==> src/acsir_pkg.sv <==
// register map and field constants of the converter status block
package acsir_pkg;
  localparam int unsigned NUM_CHAN = 8;
  localparam int unsigned RES_W = 10;
  localparam logic [7:0] OFS_CH_SET = 8'h10;
  localparam logic [7:0] OFS_CH_CLR = 8'h14;
  localparam logic [7:0] OFS_CH_STATE = 8'h18;
  localparam logic [7:0] OFS_STATUS = 8'h1c;
  localparam logic [7:0] OFS_LAST = 8'h20;
  localparam logic [7:0] OFS_MSK_SET = 8'h24;
  localparam logic [7:0] OFS_MSK_CLR = 8'h28;
  localparam logic [7:0] OFS_MSK_STATE = 8'h2c;
  localparam logic [7:0] OFS_CH_RES0 = 8'h30;
  localparam logic [7:0] OFS_CH_RES7 = 8'h4c;
  localparam int unsigned POS_DONE = 0;
  localparam int unsigned POS_OVR = 8;
  localparam int unsigned POS_RDY = 16;
  localparam int unsigned POS_GOVR = 17;
  localparam int unsigned POS_ENDRCV = 18;
  localparam int unsigned POS_BUFFULL = 19;
  localparam int unsigned STAT_W = 20;
  localparam logic [31:0] STATUS_RST = 32'h000c_0000;
  localparam logic [19:0] MASK_RST = 20'h0_0000;
endpackage

==> src/acsir_regs.sv <==
// status, channel state and interrupt mask registers of the converter
`timescale 1ns/100ps
// Behaviour
// - writing one to channel enable set port enables that channel
// - writing one to channel enable clear port disables that channel
// - bit 19 follows the dma buffer-full signal
// - bit 18 follows the dma end-of-receive signal
// - bit 17 sets on general overrun, clears on status read
// - bit 16 sets on new last result, clears on last result read
// - bits 15..8 set on channel overrun, clear on status read
// - bits 7..0 set on channel done, clear on its result read or on last result read
// - done bit reads one only for enabled channel with finished conversion
// - last result captures ten bits at each conversion end and holds
// - mask set port writes of one set mask bits
// - mask clear port writes of one clear mask bits
// - mask state reads enabled sources at status bit positions
// - reset gives status 0x000c0000, other registers zero
// - channel result loads at conversion end only if channel enabled
module acsir_regs #(
  parameter int unsigned NCH = acsir_pkg::NUM_CHAN
) (
  // clock, reset, enable
  input wire logic i_clk_sys,
  input wire logic i_rst_b,
  input wire logic i_ce,
  // wishbone slave
  input wire logic i_wb_cyc,
  input wire logic i_wb_stb,
  input wire logic i_wb_we,
  input wire logic [7:0] i_wb_adr,
  input wire logic [3:0] i_wb_sel,
  input wire logic [31:0] i_wb_dat,
  output logic [31:0] o_wb_dat,
  output logic o_wb_ack,
  // conversion events from the sequencer, same clock
  input wire logic i_conv_done,
  input wire logic [2:0] i_conv_chan,
  input wire logic [9:0] i_conv_value,
  input wire logic [NCH-1:0] i_chan_overrun,
  input wire logic i_gen_overrun,
  // dma controller flags
  input wire logic i_dma_buf_full,
  input wire logic i_dma_end_rcv,
  // channel state toward the sequencer
  output logic [NCH-1:0] o_chan_enabled,
  // interrupt
  output logic o_irq
);
  // ****************************************
  // bus decode
  // ****************************************
  logic req;
  logic wr;
  logic rd;
  logic [NCH-1:0] ch_state;
  logic [NCH-1:0] done;
  logic [NCH-1:0] ovr;
  logic rdy;
  logic govr;
  logic buf_full_s1;
  logic buf_full;
  logic end_rcv_s1;
  logic end_rcv;
  logic [9:0] last;
  logic [9:0] ch_res [NCH];
  logic [19:0] mask;
  logic [31:0] status;
  logic [31:0] next_rdata;
  logic [NCH-1:0] chres_rd;
  logic [31:0] wmask;

  // a write port applies only the lanes that are selected
  function automatic logic [31:0] lanes(input logic [3:0] sel,
                                         input logic [31:0] d);
    logic [31:0] m;
    m = {{8{sel[3]}}, {8{sel[2]}}, {8{sel[1]}}, {8{sel[0]}}};
    return d & m;
  endfunction

  assign wmask = lanes(i_wb_sel, i_wb_dat);
  assign req = i_wb_cyc & i_wb_stb & ~o_wb_ack;
  assign wr = req & i_wb_we & i_ce;
  assign rd = req & ~i_wb_we & i_ce;

  always_ff @(posedge i_clk_sys) begin
    if (!i_rst_b) begin
      o_wb_ack <= 1'b0;
    end else if (i_ce) begin
      o_wb_ack <= req;
    end
  end

  // ****************************************
  // dma flag synchronisers
  // ****************************************
  always_ff @(posedge i_clk_sys) begin
    if (!i_rst_b) begin
      buf_full_s1 <= 1'b1;
      buf_full <= 1'b1;
      end_rcv_s1 <= 1'b1;
      end_rcv <= 1'b1;
    end else if (i_ce) begin
      buf_full_s1 <= i_dma_buf_full;
      buf_full <= buf_full_s1;
      end_rcv_s1 <= i_dma_end_rcv;
      end_rcv <= end_rcv_s1;
    end
  end

  // ****************************************
  // channel state
  // ****************************************
  always_ff @(posedge i_clk_sys) begin
    if (!i_rst_b) begin
      ch_state <= '0;
    end else if (wr && i_wb_adr == acsir_pkg::OFS_CH_SET) begin
      ch_state <= ch_state | wmask[NCH-1:0];
    end else if (wr && i_wb_adr == acsir_pkg::OFS_CH_CLR) begin
      ch_state <= ch_state & ~wmask[NCH-1:0];
    end
  end
  assign o_chan_enabled = ch_state;

  // ****************************************
  // results
  // ****************************************
  always_ff @(posedge i_clk_sys) begin
    if (!i_rst_b) begin
      last <= '0;
    end else if (i_ce && i_conv_done) begin
      last <= i_conv_value;
    end
  end

  genvar g;
  generate
    for (g = 0; g < NCH; g++) begin : g_ch
      logic hit;
      assign hit = i_conv_done && i_conv_chan == 3'(g) && ch_state[g];
      always_ff @(posedge i_clk_sys) begin
        if (!i_rst_b) begin
          ch_res[g] <= '0;
        end else if (i_ce && hit) begin
          ch_res[g] <= i_conv_value;
        end
      end
      assign chres_rd[g] = rd &&
        i_wb_adr == 8'(acsir_pkg::OFS_CH_RES0 + 8'(4 * g));
      // done flag: set wins over clear; disabled channel reads zero
      always_ff @(posedge i_clk_sys) begin
        if (!i_rst_b) begin
          done[g] <= 1'b0;
        end else if (i_ce) begin
          if (hit) begin
            done[g] <= 1'b1;
          end else if (!ch_state[g]) begin
            done[g] <= 1'b0;
          end else if (chres_rd[g] ||
                       (rd && i_wb_adr == acsir_pkg::OFS_LAST)) begin
            done[g] <= 1'b0;
          end
        end
      end
    end
  endgenerate

  // ****************************************
  // sticky status flags
  // ****************************************
  logic st_rd;
  assign st_rd = rd && i_wb_adr == acsir_pkg::OFS_STATUS;

  always_ff @(posedge i_clk_sys) begin
    if (!i_rst_b) begin
      ovr <= '0;
      govr <= 1'b0;
    end else if (i_ce) begin
      ovr <= i_chan_overrun | (st_rd ? '0 : ovr);
      govr <= i_gen_overrun | (govr & ~st_rd);
    end
  end

  always_ff @(posedge i_clk_sys) begin
    if (!i_rst_b) begin
      rdy <= 1'b0;
    end else if (i_ce) begin
      rdy <= i_conv_done |
             (rdy & ~(rd && i_wb_adr == acsir_pkg::OFS_LAST));
    end
  end

  // ****************************************
  // interrupt mask
  // ****************************************
  always_ff @(posedge i_clk_sys) begin
    if (!i_rst_b) begin
      mask <= acsir_pkg::MASK_RST;
    end else if (wr && i_wb_adr == acsir_pkg::OFS_MSK_SET) begin
      mask <= mask | wmask[19:0];
    end else if (wr && i_wb_adr == acsir_pkg::OFS_MSK_CLR) begin
      mask <= mask & ~wmask[19:0];
    end
  end

  always_comb begin
    status = '0;
    status[acsir_pkg::POS_DONE +: 8] = 8'(done & ch_state);
    status[acsir_pkg::POS_OVR +: 8] = 8'(ovr);
    status[acsir_pkg::POS_RDY] = rdy;
    status[acsir_pkg::POS_GOVR] = govr;
    status[acsir_pkg::POS_ENDRCV] = end_rcv;
    status[acsir_pkg::POS_BUFFULL] = buf_full;
  end

  always_ff @(posedge i_clk_sys) begin
    if (!i_rst_b) begin
      o_irq <= 1'b0;
    end else if (i_ce) begin
      o_irq <= |(status[19:0] & mask);
    end
  end

  // ****************************************
  // read mux
  // ****************************************
  always_comb begin
    next_rdata = '0;
    case (i_wb_adr)
      acsir_pkg::OFS_CH_STATE: next_rdata = 32'(ch_state);
      acsir_pkg::OFS_STATUS: next_rdata = status;
      acsir_pkg::OFS_LAST: next_rdata = 32'(last);
      acsir_pkg::OFS_MSK_STATE: next_rdata = 32'(mask);
      default: begin
        for (int i = 0; i < NCH; i++) begin
          if (chres_rd[i]) begin
            next_rdata = 32'(ch_res[i]);
          end
        end
      end
    endcase
  end

  always_ff @(posedge i_clk_sys) begin
    if (!i_rst_b) begin
      o_wb_dat <= '0;
    end else if (rd) begin
      o_wb_dat <= next_rdata;
    end
  end

  // ****************************************
  // assertions
  // ****************************************
  property p_ch_set;
    @(posedge i_clk_sys) disable iff (!i_rst_b)
      (wr && i_wb_adr == acsir_pkg::OFS_CH_SET && i_wb_sel[0])
      |=> ((ch_state & $past(i_wb_dat[7:0])) == $past(i_wb_dat[7:0]));
  endproperty
  a_ch_set: assert property (p_ch_set) else $error("chan set lost");

  property p_ch_clr;
    @(posedge i_clk_sys) disable iff (!i_rst_b)
      (wr && i_wb_adr == acsir_pkg::OFS_CH_CLR && i_wb_sel[0])
      |=> ((ch_state & $past(i_wb_dat[7:0])) == 8'h00);
  endproperty
  a_ch_clr: assert property (p_ch_clr) else $error("chan clr lost");

  property p_buf;
    @(posedge i_clk_sys) disable iff (!i_rst_b)
      ($past(i_ce) && $past(i_ce, 2))
      |-> status[19] == $past(i_dma_buf_full, 2);
  endproperty
  a_buf: assert property (p_buf) else $error("buf full wrong");

  property p_end;
    @(posedge i_clk_sys) disable iff (!i_rst_b)
      ($past(i_ce) && $past(i_ce, 2))
      |-> status[18] == $past(i_dma_end_rcv, 2);
  endproperty
  a_end: assert property (p_end) else $error("end rcv wrong");

  property p_govr;
    @(posedge i_clk_sys) disable iff (!i_rst_b)
      (i_ce && i_gen_overrun) |=> govr;
  endproperty
  a_govr: assert property (p_govr) else $error("govr not set");

  property p_rdy;
    @(posedge i_clk_sys) disable iff (!i_rst_b)
      (i_ce && i_conv_done) |=> rdy && last == $past(i_conv_value);
  endproperty
  a_rdy: assert property (p_rdy) else $error("ready or last bad");

  property p_ovr_clr;
    @(posedge i_clk_sys) disable iff (!i_rst_b)
      (st_rd && i_chan_overrun == '0) |=> ovr == '0;
  endproperty
  a_ovr_clr: assert property (p_ovr_clr) else $error("ovr kept");

  property p_done_off;
    @(posedge i_clk_sys) disable iff (!i_rst_b)
      i_ce |=> (done & ~$past(ch_state)) == '0;
  endproperty
  a_done_off: assert property (p_done_off) else $error("done on off");

  property p_irq;
    @(posedge i_clk_sys) disable iff (!i_rst_b)
      i_ce |=> o_irq == |($past(status[19:0]) & $past(mask));
  endproperty
  a_irq: assert property (p_irq) else $error("irq mismatch");

  property p_msk;
    @(posedge i_clk_sys) disable iff (!i_rst_b)
      (wr && i_wb_adr == acsir_pkg::OFS_MSK_SET && i_wb_sel[0])
      |=> mask[7:0] == ($past(mask[7:0]) | $past(i_wb_dat[7:0]));
  endproperty
  a_msk: assert property (p_msk) else $error("mask set bad");

  c_conv: cover property (@(posedge i_clk_sys) i_conv_done ##1 rdy);
  c_irq: cover property (@(posedge i_clk_sys) !o_irq ##1 o_irq);
  property p_rdy_clr;
    @(posedge i_clk_sys) disable iff (!i_rst_b)
      (rd && i_wb_adr == acsir_pkg::OFS_LAST && !i_conv_done) |=> !rdy;
  endproperty
  a_rdy_clr: assert property (p_rdy_clr) else $error("ready kept");

  property p_done_set;
    @(posedge i_clk_sys) disable iff (!i_rst_b)
      (i_ce && i_conv_done && ch_state[i_conv_chan])
      |=> done[$past(i_conv_chan)];
  endproperty
  a_done_set: assert property (p_done_set) else $error("done lost");

  property p_last;
    @(posedge i_clk_sys) disable iff (!i_rst_b)
      !(i_ce && i_conv_done) |=> $stable(last);
  endproperty
  a_last: assert property (p_last) else $error("last moved");

  property p_msk_clr;
    @(posedge i_clk_sys) disable iff (!i_rst_b)
      (wr && i_wb_adr == acsir_pkg::OFS_MSK_CLR && i_wb_sel[0])
      |=> (mask[7:0] & $past(i_wb_dat[7:0])) == 8'h00;
  endproperty
  a_msk_clr: assert property (p_msk_clr) else $error("mask clr");

  property p_res_keep;
    @(posedge i_clk_sys) disable iff (!i_rst_b)
      (i_ce && i_conv_done && !ch_state[i_conv_chan])
      |=> ch_res[$past(i_conv_chan)] == $past(ch_res[i_conv_chan]);
  endproperty
  a_res_keep: assert property (p_res_keep) else $error("res moved");

  property p_ro_wr;
    @(posedge i_clk_sys) disable iff (!i_rst_b)
      (wr && i_wb_adr == acsir_pkg::OFS_CH_STATE) |=> $stable(ch_state);
  endproperty
  a_ro_wr: assert property (p_ro_wr) else $error("ro write took");

  property p_msk_rd;
    @(posedge i_clk_sys) disable iff (!i_rst_b)
      (rd && i_wb_adr == acsir_pkg::OFS_MSK_STATE)
      |=> o_wb_dat == {12'h000, $past(mask)};
  endproperty
  a_msk_rd: assert property (p_msk_rd) else $error("mask read bad");

  property p_rst;
    @(posedge i_clk_sys)
      !i_rst_b |=> status == acsir_pkg::STATUS_RST && ch_state == '0
      && mask == acsir_pkg::MASK_RST && !o_irq;
  endproperty
  a_rst: assert property (p_rst) else $error("reset state bad");

  c_rd: cover property (@(posedge i_clk_sys) st_rd ##1 o_wb_ack);
  c_ovr: cover property (@(posedge i_clk_sys) st_rd && ovr != '0);
  c_off: cover property (@(posedge i_clk_sys)
    i_conv_done && !ch_state[i_conv_chan]);
endmodule

==> config.mk <==
export PLATFORM = sky130hd
export DESIGN_NAME = acsir_regs
export DESIGN_NICKNAME = d
export VERILOG_FILES = /design/src/acsir_pkg.sv /design/src/acsir_regs.sv
export SDC_FILE = /design/constraint.sdc
export NUM_CORES = 1
export LEC_CHECK = 0
export ABC_AREA = 0
export BUFFER_PORTS_ARGS = -buffer_cell sky130_fd_sc_hd__buf_2
export CAP_MARGIN = 20
export CORE_MARGIN = 2
export CORE_UTILIZATION = 30
export CTS_CLUSTER_SIZE = 30
export DETAILED_ROUTE_END_ITERATION = 8
export PLACE_DENSITY = 0.56
export SLEW_MARGIN = 20
export SYNTH_ARGS = -nofsm -noshare
export SYNTH_HDL_FRONTEND = slang
export SYNTH_SLANG_ARGS = --single-unit
==> constraint.sdc <==
create_clock -name i_clk_sys -period 5.68 [get_ports i_clk_sys]
set_input_delay 0.852 -clock i_clk_sys [delete_from_list [all_inputs] [get_ports i_clk_sys]]
set_output_delay 0.852 -clock i_clk_sys [all_outputs]
set_load 0.01 [all_outputs]
# == After elaboration in Yosys (flattened, before gate mapping) ==
# Memory sizes are Yosys's and may differ from the RTL's.
# Index checks and enable logic that the tools add are counted.
# word_totals
wordCells,215
n_memories,1
mem_bits_rw,80
input_bits,75
out_inout_bits,42
reg_bits,94
# mem_list
memory,depth,word_bits,rd,rd_ports_with_merged_regs,wr,line,source
ch_res,8,10,8,0,8,acsir_regs.sv:65,logic [9:0] ch_res [NCH];
# op_classes
eq_ne,31
reduce_logical,59
bitwise,32
n_mux,71
# ops
cell,count
$mux 32,7
$pmux 32 s4,1
$mux 10,9
$eq 8x6->1 const B,8
$and 20x20->20,3
$mux 1,49
$mux 20,2
$logic_and 1x1->1,39
$eq 8x5->1 const B,4
$eq 8x7->1 const B,4
$mux 8,3
$ne 3x1->1 const B,8
$not 20->20,1
$or 20x20->20,1
$reduce_or 20->1,1
$and 8x8->8,2
$or 8x8->8,2
$reduce_and 2->1,8
$eq 3x3->1 const B,4
$or 1x1->1,10
$and 1x1->1,8
$logic_or 1x1->1,8
$not 8->8,1
$eq 3x2->1 const B,2
other kinds (4),8

# == Depth between registers and ports, before layout ==
# Gate-level depths: netlist of run 1.
# depth
ltp_word,14
mapped_depth,7
depth_no_buf,5

# == Worst setup path after synthesis of run 1 ==
# No wires, ideal clock.
# synth_path
kind,input to register
startpoint,input i_ce
endpoint,"memory ch_res[3][0], in the netlist ch_res[0][30], enable pin"
t_arrival_ns,2.352
cell_stages,4
path_buffers,2
t_required_ns,5.289
setup_time_ns,0.391
slack_ns,2.937
cell_sequence,clkbuf_1 clkbuf_1 nand2_1 o21ai_0
# synth_lines
element,line,source
start: declaration,acsir_regs.sv:25,"input wire logic i_ce,"
end: declaration,acsir_regs.sv:65,

# == Worst setup path after layout of run 1 ==
# layout_path
startpoint,input i_wb_adr[2]
endpoint,register o_wb_dat[1]
# layout_via
elab_chain_cells,11
elab_cells_between_ends,29
classes_between,12 x eq/ne; 9 x mux; 8 x reduce/logical
# layout_rtl
element,line,source
start: declaration,acsir_regs.sv:30,"input wire logic [7:0] i_wb_adr,"
$eq 8x6->1,acsir_regs.sv:148,i_wb_adr == 8'(acsir_pkg::OFS_CH_RES0 + 8'(4 * g));
$logic_and 1x1->1,acsir_regs.sv:147,assign chres_rd[g] = rd &&
$mux 10,acsir_regs.sv:235,if (chres_rd[i]) begin
$mux 32 (7 in series),acsir_regs.sv:235,
$pmux 32 s4 *,acsir_regs.sv:228,case (i_wb_adr)
end signal: assignment,acsir_regs.sv:247,o_wb_dat <= next_rdata;
end: declaration,acsir_regs.sv:33,"output logic [31:0] o_wb_dat,"
# Mark *: on every way between the ends. The rest lies on a longest branch, timed or not.
# A chain may end at the register's enable or synchronous reset.

==> results of run 1 <==
## path summary, 6_finish.rpt
check               from     endpoint  slack [ns]  cells past startpoint
max reg2reg     o_wb_ack      done[7]        3.12                      5
max          i_wb_adr[2]  o_wb_dat[1]        2.41                      6
min              last[0]      last[0]        0.46                      2
min reg2reg      last[0]      last[0]        0.46                      2
## tightest hold or removal path: cells and delay by family (launching register included)
family,cells,cell delay [ns]
compound gates,1,0.05
flops,1,0.31
simple gates,1,0.05
## cell families after synthesis
family | after synthesis | share of synthesized area, %
multiplexers | 36 | 4.66
AO/OA/AOI/OAI | 176 | 15.7
AND/OR/NAND/NOR | 336 | 23.4
buffers and inverters | 75 | 4.47
flip-flops | 162 | 51.8
other | 1 | 0.0480
## report_power, final
group	switching [mW]	total [mW]	internal [mW]
registers	0.0144	1.27	1.26
logic	0.130	0.187	0.0564
clock network	0.536	1.16	0.627
## Yosys cell counts, types with 7 or more instances
| cell | instances |
|---|---|
| a21oi_1 | 29 |
| nand2_1 | 82 |
| a31oi_1 | 10 |
| and3_1 | 47 |
| and2_1 | 47 |
| a22oi_1 | 12 |
| nor2_1 | 63 |
| nand2b_1 | 12 |
| edfxtp_1 | 80 |
| o22ai_1 | 7 |
| buf_4 | 15 |
| dfxtp_1 | 82 |
| nand3_1 | 24 |
| clkbuf_1 | 39 |
| a211oi_1 | 11 |
| nor3_1 | 22 |
| o21ai_0 | 39 |
| a221oi_1 | 11 |
| buf_2 | 9 |
| mux2i_1 | 33 |
## per-layer routing
layer / track usage (%) / vias to the layer above
li1: - / 3028
met3: 3.75 / 40
met4: 6.90 / 0
met2: 28.0 / 255
met1: 24.9 / 3192
met5: 0 / -
## per-stage QoR
stage	total power, mW	instances	hold WS, ns	util (%)
2_1_floorplan	1.40	797	0.436	-
3_3_place_gp	1.48	1163	0.442	32.8
3_5_place_dp	1.48	1163	0.449	32.8
4_1_cts	2.64	1195	0.459	35.1
5_1_grt	2.70	1195	0.469	35.1
6_report	2.62	1196	0.460	35.1
## cell type report
type                    instances  area share (%)
multi-input cells             560            38.2
repair buffers                 99            5.68
flip-flops and latches        162            44.6
clock inverters                15            1.86
inverters                       7           0.290
well taps                     335            4.62
clock buffers                  17            4.69
diodes                          1          0.0276
==> results.cfg, run 1 <==
[global_route]
grt_use_total_pct = 18.1
grt_overflow = 0
grt_pass1_vias = 6068
grt_pass1_wl_um = 36600
grt_max_degree = 54
grt_antenna_before_repair = 1

[yosys]
ys_ff_latch = 162
synth_area_leaders = edfxtp_1 (31%), dfxtp_1 (21%), mux2i_1 (4.2%)
synth_ff_type = dfxtp_1
synthesis.area_mm2 = 0.00781
yosysWarnings = 0
synth_cell_types = 67
synth-async-reset-ratio_pct = 0
syn_avg_cell_area_um2 = 9.94
ys_seq_area_share_pct = 51.8
netlist_instances = 786
synth_edf_count = 80
synth_top_area_share_pct = 30.8
netlist.top_cell.by_area = edfxtp_1

[power]
powerDensity_mw_per_mm2 = 289
ir_drop_mv = 0.222
leakage_nw = 3.56

[placed_design]
placed_area_mm2 = 0.00847
place_hpwl_um = 16600
io_buffers = 91
pre_cts_ws_ns = 2.03
place.gp.congestion = 0.846

[routing]
maxUsedRoutingLayer = met4
drc = 0
drt_iter0_markers = 586
wl_met3_um = 1870
wl_met2_um = 11100
vias = 6515
wl_met1_um = 11000
vias_per_cell = 5.45
first_pass_iters = 5
antenna_left = 0
avgRoutedWirePerCell_um = 20.6
routed_wl_um = 24700

[critical_path]
worstPathArrival_ns = 3.64
path_buf_inv = 1
critPathTopFamily = simple AND/OR/NAND/NOR gates
cp_max_fo = 35
max_stage_delay_ns = 0.91
critPathKind = in -> reg
cp-end-kind = register
crit_path_start_kind = input pin
path_cells = buf_2, and4bb_1, and2_0, a32oi_1, nand2_1, o221a_2
crit_required_ns = 6.05
crit_slowest_cell = and2_0

[timing]
min_period_over_period_pct = 57.5
worst_pin_slew_ns = 1.12
finalSetupViolations = 0
fin_setup_tns_ns = 0
setup_ws_ns = 2.41
post-route-min-period_ns = 3.27
maxSlewViolCount = 0
slew_headroom_pct = 24.9
rsz0062_at_grt = no
hold_violations = 0
fin_skew_ns = 0.00863
fmax_ghz = 0.306

[clocking]
cts_tree = done
clock_path_buffers = 2
clkLatencyLatePin_ns = 0.43
clock-sinks = 162
numCtsBuffers = 17
cts-root-buf = clkbuf_16
h-tree-depth = 4
hold_buffers = 0
clkTransAtPathRegs_ns = 0.07
cts_resized = 0
cts_setup_buffers = 0

[cells_and_area]
stdcell_area_mm2 = 0.00907
area_growth_pct = 16.1
layout.area.seq_mm2 = 0.00404
layout-drive-gt1-share_pct = 18.1
final_common_cell = buf_2
multi_input_area_mm2 = 0.00347
layout_common_cells = buf_2 (91), nand2_1 (82), dfxtp_1 (82)
nets = 922
nFillCells = 2683

[die]
die_h_um = 165
rows = 59
core_mm2 = 0.0258
dieArea_mm2 = 0.0273
start_util_pct = 30.2
ios = 117
die_w_um = 165

[run]
max_cap_violations = 0

[status]
outcome = completed

[worst_hold_path]
min_path_type = reg -> reg
(Power assumes the default switching activity.)
==> run 2, diff against run 1 <==
==> constraint.sdc (replaced) <==
create_clock -name i_clk_sys -period 3.2 [get_ports i_clk_sys]
set_input_delay 0.48 -clock i_clk_sys [delete_from_list [all_inputs] [get_ports i_clk_sys]]
set_output_delay 0.48 -clock i_clk_sys [all_outputs]
set_load 0.01 [all_outputs]
==> run 2 against run 1 <==
Compared with the run above:
- critical path depth unchanged
- via count down 2.1%
- clock-buffer cell count up 3
- clock power up 72%
- flip-flop and latch count unchanged
==> results.cfg, run 2 (synthesized netlist as in run 1, its figures left out) <==
[status]
outcome = completed

[cells_and_area]
layout_common_cells = buf_2 (91), nand2_1 (82), dfxtp_1 (82)
area_growth_pct = 17.3
nFillCells = 2629
layout-drive-gt1-share_pct = 19.4
final_cells = 1210
antenna_cells = 0
nets = 937
final_common_cell = buf_2

[global_route]
grt_max_degree = 88
grt_overflow = 0
grt_use_total_pct = 18.0
grt_pass1_wl_um = 36300
grt_pass1_vias = 5891
grt_antenna_before_repair = 0

[clocking]
numCtsBuffers = 17
clock-sinks = 162
hold_buffers = 0
cts_tree = done
cts_setup_buffers = 0
clkLatencyLatePin_ns = 0.43
h-tree-depth = 4
cts-root-buf = clkbuf_16
clkTransAtPathRegs_ns = 0.07
clock_path_buffers = 2
cts_resized = 0

[placed_design]
io_buffers = 91
place.gp.congestion = 0.883
pre_cts_ws_ns = 0.597
dp_cells = 1178
place_hpwl_um = 16800

[die]
core_mm2 = 0.0258
die_h_um = 165
start_util_pct = 30.2
rows = 59
die_w_um = 165
dieArea_mm2 = 0.0273
ios = 117

[critical_path]
crit_path_start_kind = register
crit_slowest_cell = and4b_1
crit_required_ns = 3.56
cp_max_fo = 13
path_cells = and4b_1, nand2_1, buf_4, a221o_1, a31o_1, a31oi_1
r2r_slack_ns = 0.93
max_stage_delay_ns = 0.43
cp-end-kind = register
worstPathArrival_ns = 2.63
critPathKind = reg -> reg

[power]
powerDensity_mw_per_mm2 = 500
ir_drop_mv = 0.389
report.power.total_mw = 4.58
leakage_nw = 3.63

[timing]
fmax_ghz = 0.440
post-route-min-period_ns = 2.27
finalSetupViolations = 0
min_period_over_period_pct = 71.0
fin_setup_tns_ns = 0
setup_ws_ns = 0.928
rsz0062_at_grt = no
maxSlewViolCount = 0
hold_violations = 0
worst_pin_slew_ns = 0.970
fin_skew_ns = 0.00719
slew_headroom_pct = 35.1

[worst_hold_path]
min_path_type = in -> reg

[routing]
antenna_left = 0
drt_iter0_markers = 522
vias_per_cell = 5.27
drc = 0
routed_wl_um = 24400
first_pass_iters = 8
avgRoutedWirePerCell_um = 20.2
vias = 6381

[run]
max_cap_violations = 0
==> run 2: worst paths after layout <==
path                                     to  cells after the start          start
worst max-delay path            o_wb_dat[9]                      6       o_wb_ack
worst min-delay path             end_rcv_s1                      3  i_dma_end_rcv
worst max register to register  o_wb_dat[9]                      6       o_wb_ack
worst min register to register      last[2]                      2        last[2]
==> run 2: layout make-up <==
type | count | area (µm²) | area share, %
multi-input combinational | 560 | 3460 | 37.8
inverter | 7 | 26.3 | 0.287
timing repair buffer | 114 | 641 | 6.99
tap | 335 | 419 | 4.57
clock buffer | 20 | 478 | 5.22
clock inverter | 12 | 93.8 | 1.02
sequential | 162 | 4040 | 44.1
==> run 2: metrics by stage <==
stage	cell area, µm²	hold WS, ns	utilization, %
2_1_floorplan	7850	0.436	-
3_3_place_gp	8590	0.445	33.3
3_5_place_dp	8590	0.451	33.3
4_1_cts	9160	0.276	35.5
5_1_grt	9160	0.293	35.5
6_report	9160	0.286	35.5
==> run 2: where the power goes <==
group,internal (mW),switching (mW)
Clock,1.09,0.894
Combinational,0.106,0.230
Sequential,2.23,0.0256
==> run 2: per-layer routing <==
metal / GRT usage (%) / vias to the layer above / wire [µm]
met4: 6.58 / 0 / 570
met5: 0 / - / 0
met3: 3.17 / 33 / 1650
met2: 27.7 / 246 / 11000
li1: - / 3043 / -
met1: 25.4 / 3059 / 11200
==> run 2: critical path: cells and delay by family (launching register included) <==
kind / cells / cell delay [ns]
buffers and inverters: 1 / 0.35
flip-flops: 1 / 0.32
AO/OA/AOI/OAI: 3 / 0.68
AND/OR/NAND/NOR: 2 / 0.84
